**src/pkg/wdg_pkg.sv**
```systemverilog
// package: register map, field layout, timing constants and carriers
package wdg_pkg;
    localparam logic [14:0] ADDR_FLAGS = 15'h7ff0;
    localparam logic [14:0] ADDR_IRQEN = 15'h7ff6;
    localparam logic [14:0] ADDR_TCTL = 15'h7ff7;
    localparam int ADDR_W = 15;
    // field positions
    localparam int TCTL_STEER = 7;
    localparam int TCTL_MULT_HI = 6;
    localparam int TCTL_MULT_LO = 2;
    localparam int FLAG_TIMEOUT = 7;
    localparam int FLAG_ALARM = 6;
    localparam int FLAG_BATLOW = 4;
    localparam int IRQEN_ALARM = 7;
    localparam int IRQEN_BACKUP = 5;
    localparam logic [7:0] IRQEN_MASK = 8'ha0;
    localparam logic [7:0] TCTL_RESET = 8'h00;
    // resolution codes
    localparam logic [1:0] RES_16TH = 2'h0;
    localparam logic [1:0] RES_QUARTER = 2'h1;
    localparam logic [1:0] RES_ONE = 2'h2;
    localparam logic [1:0] RES_FOUR = 2'h3;
    // resolution units in 1/16 s ticks
    localparam logic [6:0] UNIT_16TH = 7'h01;
    localparam logic [6:0] UNIT_QUARTER = 7'h04;
    localparam logic [6:0] UNIT_ONE = 7'h10;
    localparam logic [6:0] UNIT_FOUR = 7'h40;
    // timing
    localparam int CLK_HZ = 50000000;
    localparam int OSC_HZ = 32768;
    localparam int TICK_HZ = 16;
    localparam int ADDR_STABLE_NS = 15;
    localparam int CLK_NS = 20;
    localparam int STABLE_CYC_I = (ADDR_STABLE_NS + CLK_NS - 1) / CLK_NS;
    localparam logic [1:0] STABLE_CYC = 2'(STABLE_CYC_I < 1 ? 1 :
        STABLE_CYC_I);
    localparam int RECOVERY_MS = 40;
    localparam int RECOVERY_TICKS_I = (RECOVERY_MS * TICK_HZ + 999) / 1000;
    localparam logic [7:0] RECOVERY_TICKS = 8'(RECOVERY_TICKS_I);
    localparam int FT_HZ = 512;
    localparam logic [7:0] FT_HALF_DIV = 8'(OSC_HZ / (2 * FT_HZ));
    localparam logic [11:0] TICK_DIV = 12'(OSC_HZ / TICK_HZ);

    // host bus carrier
    typedef struct packed {
        logic [14:0] addr;
        logic [7:0] wdata;
        logic chipEn;
        logic rdEn;
        logic wrEn;
    } wdg_bus_t;

    // oscillator prescaler state
    typedef struct packed {
        logic [11:0] tickDiv;
        logic [7:0] ftDiv;
        logic ftWave;
        logic tick;
        logic ftEdge;
    } wdg_pre_t;
endpackage : wdg_pkg

```
**src/hdl/wdg_prescaler.sv**
```systemverilog
// module: oscillator prescaler giving watchdog ticks and test wave
`timescale 1ns/1ps
module wdg_prescaler (
    // clock and reset
    input wire logic core_clk,
    input wire logic resetn,
    // oscillator enable pulse at 32768 Hz
    input wire logic oscEn,
    // outputs
    output logic tick,
    output logic ftWave
);
    wdg_pkg::wdg_pre_t st_r;
    wdg_pkg::wdg_pre_t st_nxt;

    always_comb begin
        st_nxt = st_r;
        st_nxt.tick = 1'b0;
        st_nxt.ftEdge = 1'b0;
        if (oscEn) begin
            if (st_r.tickDiv == wdg_pkg::TICK_DIV - 12'h001) begin
                st_nxt.tickDiv = 12'h000;
                st_nxt.tick = 1'b1;
            end else begin
                st_nxt.tickDiv = st_r.tickDiv + 12'h001;
            end
            if (st_r.ftDiv == wdg_pkg::FT_HALF_DIV - 8'h01) begin
                st_nxt.ftDiv = 8'h00;
                st_nxt.ftWave = ~st_r.ftWave;
                st_nxt.ftEdge = 1'b1;
            end else begin
                st_nxt.ftDiv = st_r.ftDiv + 8'h01;
            end
        end
    end

    always_ff @(posedge core_clk or negedge resetn) begin
        if (!resetn) begin
            st_r <= '0;
        end else begin
            st_r <= st_nxt;
        end
    end

    assign tick = st_r.tick;
    assign ftWave = st_r.ftWave;
endmodule : wdg_prescaler

```
**src/hdl/wdg_irq_flag_logic.sv**
```systemverilog
// module: watchdog, interrupt steering, flags and power-fail reset
`timescale 1ns/1ps
// What this block does
// - timeout equals five-bit multiplier times selected resolution unit
// - low two bits pick 1/16 s, 1/4 s, 1 s or 4 s unit
// - missed restart sets timeout flag and raises interrupt or reset
// - reading the flags register clears the timeout flag
// - read clear only after address stable on flags for 15 ns
// - steering 0 drives interrupt output, 1 pulses reset output
// - reset-steered expiry clears timeout control, test and alarm enables
// - rewrite of timeout control or kick edge restarts the count
// - timeout control of all zeros disables the watchdog
// - interrupt from timeout holds until host writes zero to control
// - power-down disables watchdog and clears timeout control
// - interrupts override the frequency test wave on the shared output
// - power fail holds reset low, then for recovery time after return
// - alarm or timeout sets its flag regardless of output enables
// - alarm enables and steering bit gate events onto the output
// - qualified flags read clears alarm flag and releases output
// - shared output released unless interrupt pending or test active
// - battery low flag set by failed power-up check, kept until pass
// - battery checks happen only with main supply present
// - power-up clears hold bits, test, alarm enables, timeout control
// - during power-down alarm enables keep value, others read zero
module wdg_irq_flag_logic #(
    parameter logic [7:0] RECOVERY_TICKS = wdg_pkg::RECOVERY_TICKS
) (
    // clock and reset
    input wire logic core_clk,
    input wire logic resetn,
    // oscillator enable pulse at 32768 Hz
    input wire logic oscEn,
    // host parallel bus
    input wire logic [14:0] hostAddr,
    input wire logic [7:0] hostWdata,
    input wire logic hostChipEnN,
    input wire logic hostRdEnN,
    input wire logic hostWrEnN,
    output logic [7:0] hostRdata,
    output logic hostRdataOe,
    // clock core hooks
    input wire logic alarmMatch,
    input wire logic clockStopped,
    input wire logic hostWrHoldIn,
    input wire logic hostRdHoldIn,
    input wire logic freqTestIn,
    output logic freqTestEnable,
    output logic clockWriteHold,
    output logic clockReadHold,
    // supply supervision
    input wire logic power_fail_trip,
    input wire logic batteryCheckLow,
    input wire logic batteryCheckDone,
    // kick input pin
    input wire logic kick_input,
    // open drain outputs
    output logic irq_or_test_out_n,
    output logic irqOrTestOe,
    output logic resetOutN,
    output logic resetOutOe
);
    typedef enum logic [1:0] {PWR_UP, PWR_DOWN, PWR_RECOVER} wdg_pwr_t;

    typedef struct packed {
        logic [2:0] kickSync;
        logic kickLast;
        logic [2:0] pfSync;
        wdg_pwr_t pwr;
        logic [7:0] recCnt;
        logic wdgPulse;
        logic [7:0] timeout_control;
        logic alarm_irq_enable;
        logic alarm_backup_enable;
        logic freq_test_enable;
        logic wrHold;
        logic rdHold;
        logic timeout_flag;
        logic alarm_flag;
        logic battery_low_flag;
        logic wdgIrq;
        logic [11:0] wdgCnt;
        logic [1:0] stableCnt;
        logic rdCleared;
        logic [7:0] rdata;
        logic rdataOe;
        logic irqN;
        logic irqOe;
        logic rstN;
        logic rstOe;
    } wdg_state_t;

    wdg_state_t st_r;
    wdg_state_t st_nxt;
    logic tick;
    logic ftWave;
    logic [7:0] flagsView;
    logic [7:0] irqenView;
    logic [7:0] tctlView;
    logic [11:0] fullCount;
    logic [6:0] unitTicks;

    wdg_prescaler u_pre (
        .core_clk(core_clk),
        .resetn(resetn),
        .oscEn(oscEn),
        .tick(tick),
        .ftWave(ftWave)
    );

    // resolution unit and full timeout in 1/16 s ticks
    always_comb begin
        case (st_r.timeout_control[1:0])
            wdg_pkg::RES_16TH: unitTicks = wdg_pkg::UNIT_16TH;
            wdg_pkg::RES_QUARTER: unitTicks = wdg_pkg::UNIT_QUARTER;
            wdg_pkg::RES_ONE: unitTicks = wdg_pkg::UNIT_ONE;
            wdg_pkg::RES_FOUR: unitTicks = wdg_pkg::UNIT_FOUR;
            default: unitTicks = wdg_pkg::UNIT_16TH;
        endcase
    end
    assign fullCount = 12'(st_r.timeout_control[wdg_pkg::TCTL_MULT_HI:
        wdg_pkg::TCTL_MULT_LO]) * 12'(unitTicks);

    // register read views; hold and test bits have no read view
    always_comb begin
        flagsView = 8'h00;
        flagsView[wdg_pkg::FLAG_TIMEOUT] = st_r.timeout_flag;
        flagsView[wdg_pkg::FLAG_ALARM] = st_r.alarm_flag;
        flagsView[wdg_pkg::FLAG_BATLOW] = st_r.battery_low_flag;
        irqenView = 8'h00;
        irqenView[wdg_pkg::IRQEN_ALARM] = st_r.alarm_irq_enable;
        irqenView[wdg_pkg::IRQEN_BACKUP] = st_r.alarm_backup_enable;
        tctlView = st_r.timeout_control;
    end

    always_comb begin
        logic rdActive;
        logic onFlags;
        logic wrStrobe;
        logic kickEdge;
        logic pfNow;
        logic expire;
        logic down;
        logic alarmIrq;
        logic ftActive;
        rdActive = 1'b0;
        onFlags = 1'b0;
        wrStrobe = 1'b0;
        kickEdge = 1'b0;
        pfNow = 1'b0;
        expire = 1'b0;
        down = 1'b0;
        alarmIrq = 1'b0;
        ftActive = 1'b0;
        st_nxt = st_r;

        // three-stage pin synchronisers
        st_nxt.kickSync = {st_r.kickSync[1:0], kick_input};
        st_nxt.pfSync = {st_r.pfSync[1:0], power_fail_trip};
        if (st_r.kickSync[2] == st_r.kickSync[1]) begin
            st_nxt.kickLast = st_r.kickSync[2];
        end
        kickEdge = (st_r.kickSync[2] == st_r.kickSync[1]) &&
            (st_r.kickSync[2] != st_r.kickLast);
        pfNow = st_r.pfSync[2];
        if (st_r.pfSync[2] != st_r.pfSync[1]) begin
            pfNow = (st_r.pwr == PWR_DOWN);
        end

        // power sequencing
        case (st_r.pwr)
            PWR_UP: begin
                if (pfNow) begin
                    st_nxt.pwr = PWR_DOWN;
                end
            end
            PWR_DOWN: begin
                if (!pfNow) begin
                    st_nxt.pwr = PWR_RECOVER;
                    st_nxt.recCnt = RECOVERY_TICKS;
                end
            end
            PWR_RECOVER: begin
                if (pfNow) begin
                    st_nxt.pwr = PWR_DOWN;
                end else if (tick) begin
                    if (st_r.recCnt <= 8'h01) begin
                        st_nxt.pwr = PWR_UP;
                    end else begin
                        st_nxt.recCnt = st_r.recCnt - 8'h01;
                    end
                end
            end
            default: st_nxt.pwr = PWR_DOWN;
        endcase
        down = (st_nxt.pwr != PWR_UP);

        // host bus decode; writes ignored while down
        rdActive = !hostChipEnN && !hostRdEnN && hostWrEnN;
        wrStrobe = !hostChipEnN && !hostWrEnN && !down;
        onFlags = rdActive && (hostAddr == wdg_pkg::ADDR_FLAGS);
        st_nxt.rdataOe = rdActive;
        case (hostAddr)
            wdg_pkg::ADDR_FLAGS: st_nxt.rdata = flagsView;
            wdg_pkg::ADDR_IRQEN: st_nxt.rdata = irqenView;
            wdg_pkg::ADDR_TCTL: st_nxt.rdata = tctlView;
            default: st_nxt.rdata = 8'h00;
        endcase
        // flags data latched on the first read cycle, held while the flags read lasts
        if (onFlags && st_r.stableCnt != 2'h0) begin
            st_nxt.rdata = st_r.rdata;
        end

        // qualified flags read: address stable long enough
        if (!onFlags) begin
            st_nxt.stableCnt = 2'h0;
            st_nxt.rdCleared = 1'b0;
        end else if (st_r.stableCnt < wdg_pkg::STABLE_CYC) begin
            st_nxt.stableCnt = st_r.stableCnt + 2'h1;
        end
        if (onFlags && !st_r.rdCleared &&
            st_r.stableCnt >= wdg_pkg::STABLE_CYC) begin
            st_nxt.rdCleared = 1'b1;
            st_nxt.timeout_flag = 1'b0;
            st_nxt.alarm_flag = 1'b0;
        end

        // register writes
        if (wrStrobe && hostAddr == wdg_pkg::ADDR_TCTL) begin
            st_nxt.timeout_control = hostWdata;
            st_nxt.wdgCnt = 12'h000;
            if (hostWdata == wdg_pkg::TCTL_RESET) begin
                st_nxt.wdgIrq = 1'b0;
            end
        end
        if (wrStrobe && hostAddr == wdg_pkg::ADDR_IRQEN) begin
            st_nxt.alarm_irq_enable = hostWdata[wdg_pkg::IRQEN_ALARM];
            st_nxt.alarm_backup_enable = hostWdata[wdg_pkg::IRQEN_BACKUP];
        end
        st_nxt.freq_test_enable = freqTestIn;
        st_nxt.wrHold = hostWrHoldIn;
        st_nxt.rdHold = hostRdHoldIn;

        // watchdog count
        if (kickEdge) begin
            st_nxt.wdgCnt = 12'h000;
        end else if (tick && st_r.timeout_control != wdg_pkg::TCTL_RESET
            && !down) begin
            if (st_r.wdgCnt + 12'h001 >= fullCount) begin
                expire = 1'b1;
                st_nxt.wdgCnt = 12'h000;
            end else begin
                st_nxt.wdgCnt = st_r.wdgCnt + 12'h001;
            end
        end
        st_nxt.wdgPulse = 1'b0;
        if (expire) begin
            if (st_r.timeout_control[wdg_pkg::TCTL_STEER]) begin
                st_nxt.wdgPulse = 1'b1;
                st_nxt.pwr = PWR_RECOVER;
                st_nxt.recCnt = RECOVERY_TICKS;
                st_nxt.timeout_control = wdg_pkg::TCTL_RESET;
                st_nxt.alarm_irq_enable = 1'b0;
                st_nxt.alarm_backup_enable = 1'b0;
                st_nxt.freq_test_enable = 1'b0;
            end else begin
                st_nxt.wdgIrq = 1'b1;
            end
        end

        // flags: set wins over read clear
        if (expire) begin
            st_nxt.timeout_flag = 1'b1;
        end
        if (alarmMatch) begin
            st_nxt.alarm_flag = 1'b1;
        end
        if (st_r.pwr == PWR_RECOVER && batteryCheckDone &&
            !pfNow) begin
            st_nxt.battery_low_flag = batteryCheckLow;
        end

        // power-down and power-up defaults
        if (st_nxt.pwr == PWR_DOWN) begin
            st_nxt.timeout_control = wdg_pkg::TCTL_RESET;
            st_nxt.wdgCnt = 12'h000;
            st_nxt.wdgIrq = 1'b0;
            st_nxt.freq_test_enable = 1'b0;
            st_nxt.wrHold = 1'b0;
            st_nxt.rdHold = 1'b0;
        end
        if (st_r.pwr == PWR_DOWN && st_nxt.pwr == PWR_RECOVER) begin
            st_nxt.alarm_irq_enable = 1'b0;
            st_nxt.alarm_backup_enable = 1'b0;
            st_nxt.timeout_control = wdg_pkg::TCTL_RESET;
        end
        if (down) begin
            st_nxt.freq_test_enable = 1'b0;
            st_nxt.wrHold = 1'b0;
            st_nxt.rdHold = 1'b0;
        end

        // shared interrupt / test output
        alarmIrq = st_r.alarm_flag && st_r.alarm_irq_enable &&
            (!down || st_r.alarm_backup_enable);
        ftActive = st_r.freq_test_enable && !clockStopped &&
            !st_r.alarm_irq_enable &&
            (st_r.timeout_control[wdg_pkg::TCTL_STEER] ||
             st_r.timeout_control == wdg_pkg::TCTL_RESET);
        if (st_r.wdgIrq || alarmIrq) begin
            st_nxt.irqN = 1'b0;
            st_nxt.irqOe = 1'b1;
        end else if (ftActive) begin
            st_nxt.irqN = ftWave;
            st_nxt.irqOe = !ftWave;
        end else begin
            st_nxt.irqN = 1'b1;
            st_nxt.irqOe = 1'b0;
        end

        // reset output: low while down or recovering
        st_nxt.rstN = !(down || st_nxt.wdgPulse);
        st_nxt.rstOe = down || st_nxt.wdgPulse;
    end

    always_ff @(posedge core_clk or negedge resetn) begin
        if (!resetn) begin
            st_r <= '0;
            st_r.pwr <= PWR_RECOVER;
            st_r.recCnt <= RECOVERY_TICKS;
            st_r.irqN <= 1'b1;
            st_r.rstN <= 1'b0;
            st_r.rstOe <= 1'b1;
        end else begin
            st_r <= st_nxt;
        end
    end

    assign hostRdata = st_r.rdata;
    assign hostRdataOe = st_r.rdataOe;
    assign freqTestEnable = st_r.freq_test_enable;
    assign clockWriteHold = st_r.wrHold;
    assign clockReadHold = st_r.rdHold;
    assign irq_or_test_out_n = st_r.irqN;
    assign irqOrTestOe = st_r.irqOe;
    assign resetOutN = st_r.rstN;
    assign resetOutOe = st_r.rstOe;
endmodule : wdg_irq_flag_logic

```
**config.mk**
```make
export PLATFORM = sky130hd
export DESIGN_NAME = wdg_irq_flag_logic
export DESIGN_NICKNAME = d
export VERILOG_FILES = /design/src/pkg/wdg_pkg.sv /design/src/hdl/wdg_prescaler.sv /design/src/hdl/wdg_irq_flag_logic.sv
export SDC_FILE = /design/constraint.sdc
export NUM_CORES = 1
export LEC_CHECK = 0
export BUFFER_PORTS_ARGS = -buffer_cell sky130_fd_sc_hd__buf_2
export CORE_MARGIN = 10
export CORE_UTILIZATION = 40
export DETAILED_ROUTE_END_ITERATION = 6
export SYNTH_ARGS = -nofsm -noshare
export SYNTH_HDL_FRONTEND = slang
export SYNTH_HIERARCHICAL = 1
export SYNTH_SLANG_ARGS = --single-unit
```
**constraint.sdc**
```tcl
create_clock -name core_clk -period 8.7 [get_ports core_clk]
set_clock_uncertainty 0.15 [all_clocks]
set_input_delay 0.435 -clock core_clk [delete_from_list [all_inputs] [get_ports core_clk]]
set_output_delay 0.435 -clock core_clk [all_outputs]
set_load 0.02 [all_outputs]
```
==> results.json <==
{
  "ant_nets": 0,
  "clockBufferDepth": 2,
  "clock_sinks": 84,
  "clk_root_buffer_cell": "clkbuf_16",
  "synthXorXnorAreaFrac_pct": 5.25,
  "yosys.area_share.adder_pct": 10.4,
  "synth_top_family_by_area": "simple AND/OR/NAND/NOR gates",
  "drt_iter0_markers": 222,
  "yosys_warnings": 6,
  "wirelength_mm": 11.6,
  "grt_pass1_vias": 4103,
  "synth.area.top_cells": "dfrtp_1 (39%), ha_1 (8.5%), nor2_1 (3.4%), nand2_1 (3.1%), xnor2_1 (2.7%)",
  "fp-row-count": 41,
  "critPathLaunchType": "flip-flop",
  "hold_depth": 1,
  "netlist_area_mm2": 0.00518,
  "ys.flop_type": "dfrtp_1",
  "fin_util_pct": 46.2,
  "mappedNetlistNets": 604,
  "io_pins": 54,
  "regToRegEndpoint": "st_r[16]",
  "antenna_found_initial": 0,
  "drt-wirelength-per-cell_um": 15.4,
  "setup_ws_ns": 3.68,
  "ff2ff_path_depth": 20,
  "dp_hpwl_mm": 8.87,
  "synthMuxAreaShare_pct": 3.65,
  "r2r_start": "tctlView[0]",
  "yosysMostFrequentCell": "dfrtp_1",
  "status": "complete, no violations",
  "h-tree-depth": 3,
  "cp.required_ns": 8.82,
  "grt_usage_pct": 13.4,
  "yosysSeqAreaShare_pct": 40.7,
  "critPathKind": "reg -> reg",
  "ys_async_sr_fraction_pct": 100,
  "synth_compound_area_share_pct": 13.9,
  "drt_first_pass_iters": 5,
  "max_clock_freq_ghz": 0.199,
  "grt_first_pass_wirelength_mm": 20.0,
  "synth_commonest_cells": "dfrtp_1 (80), nor2_1 (47), nand2_1 (43)",
  "worstSetupEndpointType": "flip-flop",
  "hold_viol": 0,
  "syn_avg_cell_area_um2": 9.82,
  "post_route_cells_drive_above_1_share_pct": 16.4,
  "dp_worst_setup_slack_ns": 3.76,
  "core_area_mm2": 0.0127,
  "synthSimpleGateAreaFrac_pct": 21.3,
  "tightest_slew_ns": 0.801,
  "p_per_area_mw_per_mm2": 209,
  "cts_buffers": 9,
  "setup_tns_ns": 0,
  "cap_violations": 0,
  "ys_ff_latch": 84,
  "worstHoldPathType": "in -> reg",
  "synth_area_leader_cell": "dfrtp_1",
  "r2r_setup_slack_ns": 3.68,
  "fp.dieH_um": 134,
  "leakagePower_nw": 2.68,
  "insertion_delay_ns": 0.34,
  "gp_congestion": 0.850,
  "grt.overflow.total": 0,
  "final_nets": 651,
  "yosys.area.top_type_share_pct": 38.7,
  "rsz0062_at_grt": "false",
  "remaining_drc_errors": 0,
  "path_max_fanout": 12,
  "antenna_cells": 0,
  "vias_per_cell": 5.30,
  "peakVddDrop_mv": 0.114,
  "chipWidth_um": 134,
  "relSlewSlack_pct": 46.4,
  "num_vias": 3978,
  "grt_max_degree": 60,
  "start_util_pct": 40.9,
  "min_to": "st_nxt[57]",
  "slew_violations": 0,
  "crit_arrival_ns": 5.14,
  "ys_types": 71,
  "finalPower_w": 0.00123,
  "syn_to_final_growth_pct": 13.2,
  "netlist_instances": 527,
  "synth_edf_count": 0,
  "ctsResizeCount": 0,
  "portBuffers": 53,
  "cts_tree": "yes",
  "setup_violations": 0,
  "fin_crit_sh_pct": 57.7,
  "hp-start": "power_fail_trip",
  "finalCriticalPeriod_ns": 5.02,
  "cts.clk_slew.worst_paths_ns": 0.06,
  "dieArea_mm2": 0.0179
}
worst max path at each step:
stage / startpoint / end / slack [ns] / depth (start not counted)
after floorplan: tctlView[0] / st_r[22] / 4.34 / 23
after global placement: tctlView[0] / freqTestEnable / 3.87 / 17
after detailed placement: tctlView[0] / st_r[16] / 3.76 / 20
after CTS: tctlView[0] / st_r[16] / 3.75 / 20
after global routing: tctlView[0] / st_r[16] / 3.26 / 20
final: tctlView[0] / st_r[16] / 3.68 / 20
flip-flops by register name, summed over array words and instances, names as in the netlist, 2 cells and up:
signal / count
st_r: 29
st_nxt: 4
hostRdata: 8
flagsView: 3
tctlView: 8
irqenView: 2
u_pre/st_r: 20
repair_timing:
| item | in CTS | in global routing |
|---|---|---|
| setup buffers | 0 | 0 |
| hold buffers | 1 | 0 |
| endpoints found under the hold margin | 23 | 0 |
report_power, final:
part / switching, W / internal (W)
combinational: 0.000223 / 0.000124
sequential: 0.0000498 / 0.000449
clock: 0.000156 / 0.000224
per-stage QoR:
step	hold WS, ns	instances	cell area [µm²]
final	0.0598	751	5860
after global routing	0.0564	751	5860
after CTS	0.0474	751	5860
after detailed placement	0.186	734	5560
after global placement	0.183	734	5560
after floorplan	-0.0106	527	5180
layout by cell type (no fill, tap or decap), drive strengths merged, types with 9 or more instances in the layout:
| cell type | Yosys | layout |
|---|---|---|
| ha | 35 | 35 |
| and2 | 14 | 14 |
| dfrtp | 80 | 80 |
| nand3 | 15 | 15 |
| xnor2 | 16 | 16 |
| o21ai | 16 | 16 |
| nand4 | 13 | 13 |
| nor4 | 14 | 14 |
| nand2 | 43 | 43 |
| nor2 | 47 | 47 |
| xor2 | 15 | 15 |
| mux2i | 11 | 11 |
| clkbuf | 3 | 11 |
| a21oi | 18 | 18 |
| buf | 17 | 55 |
| o21a | 9 | 9 |
| inv | 32 | 33 |
| nor3 | 19 | 19 |
final cells by class:
type | count | area [µm²]
Multi-Input combinational cell | 391 | 2830
Tap cell | 172 | 215
Sequential cell | 84 | 2110
Inverter | 32 | 120
Timing Repair Buffer | 56 | 293
Fill cell | 1239 | 6810
Clock buffer | 11 | 233
Clock inverter | 5 | 61.3
critical path: stages (launching register included):
cell and delay (ns):
dfrtp_1 0.50, nor2b_1 0.31, and2_1 0.18, ha_1 0.14
inv_1 0.05, fa_1 0.41, fa_1 0.39, inv_1 0.06
ha_1 0.24, nand2b_1 0.10, nor2_1 0.05, nor2_1 0.09
nor2_1 0.05, o21ai_0 0.20, xor2_1 0.19, ha_1 0.26
a21oi_1 0.15, o21ai_0 0.13, a41o_1 0.36, nor2_1 0.67
mux2_2 0.28
layer usage:
metal  global-route usage, %  part of all wire [%]  vias to the layer above
li1                        -                     -                     1986
met1                    17.1                    46                     1930
met2                    22.5                    49                       58
met3                    2.86                   4.0                        4
met4                    3.51                  0.35                        0
met5                       0                     0                        -
kinds of logic after synthesis:
| family | count (synthesis) |
|---|---|
| mux | 18 |
| xor+xnor | 31 |
| buf+inv | 52 |
| fa+ha+maj | 41 |
| flops | 84 |
| simple gates | 205 |
| compound gates | 96 |
No activity file was read; power rests on OpenSTA's default activity.
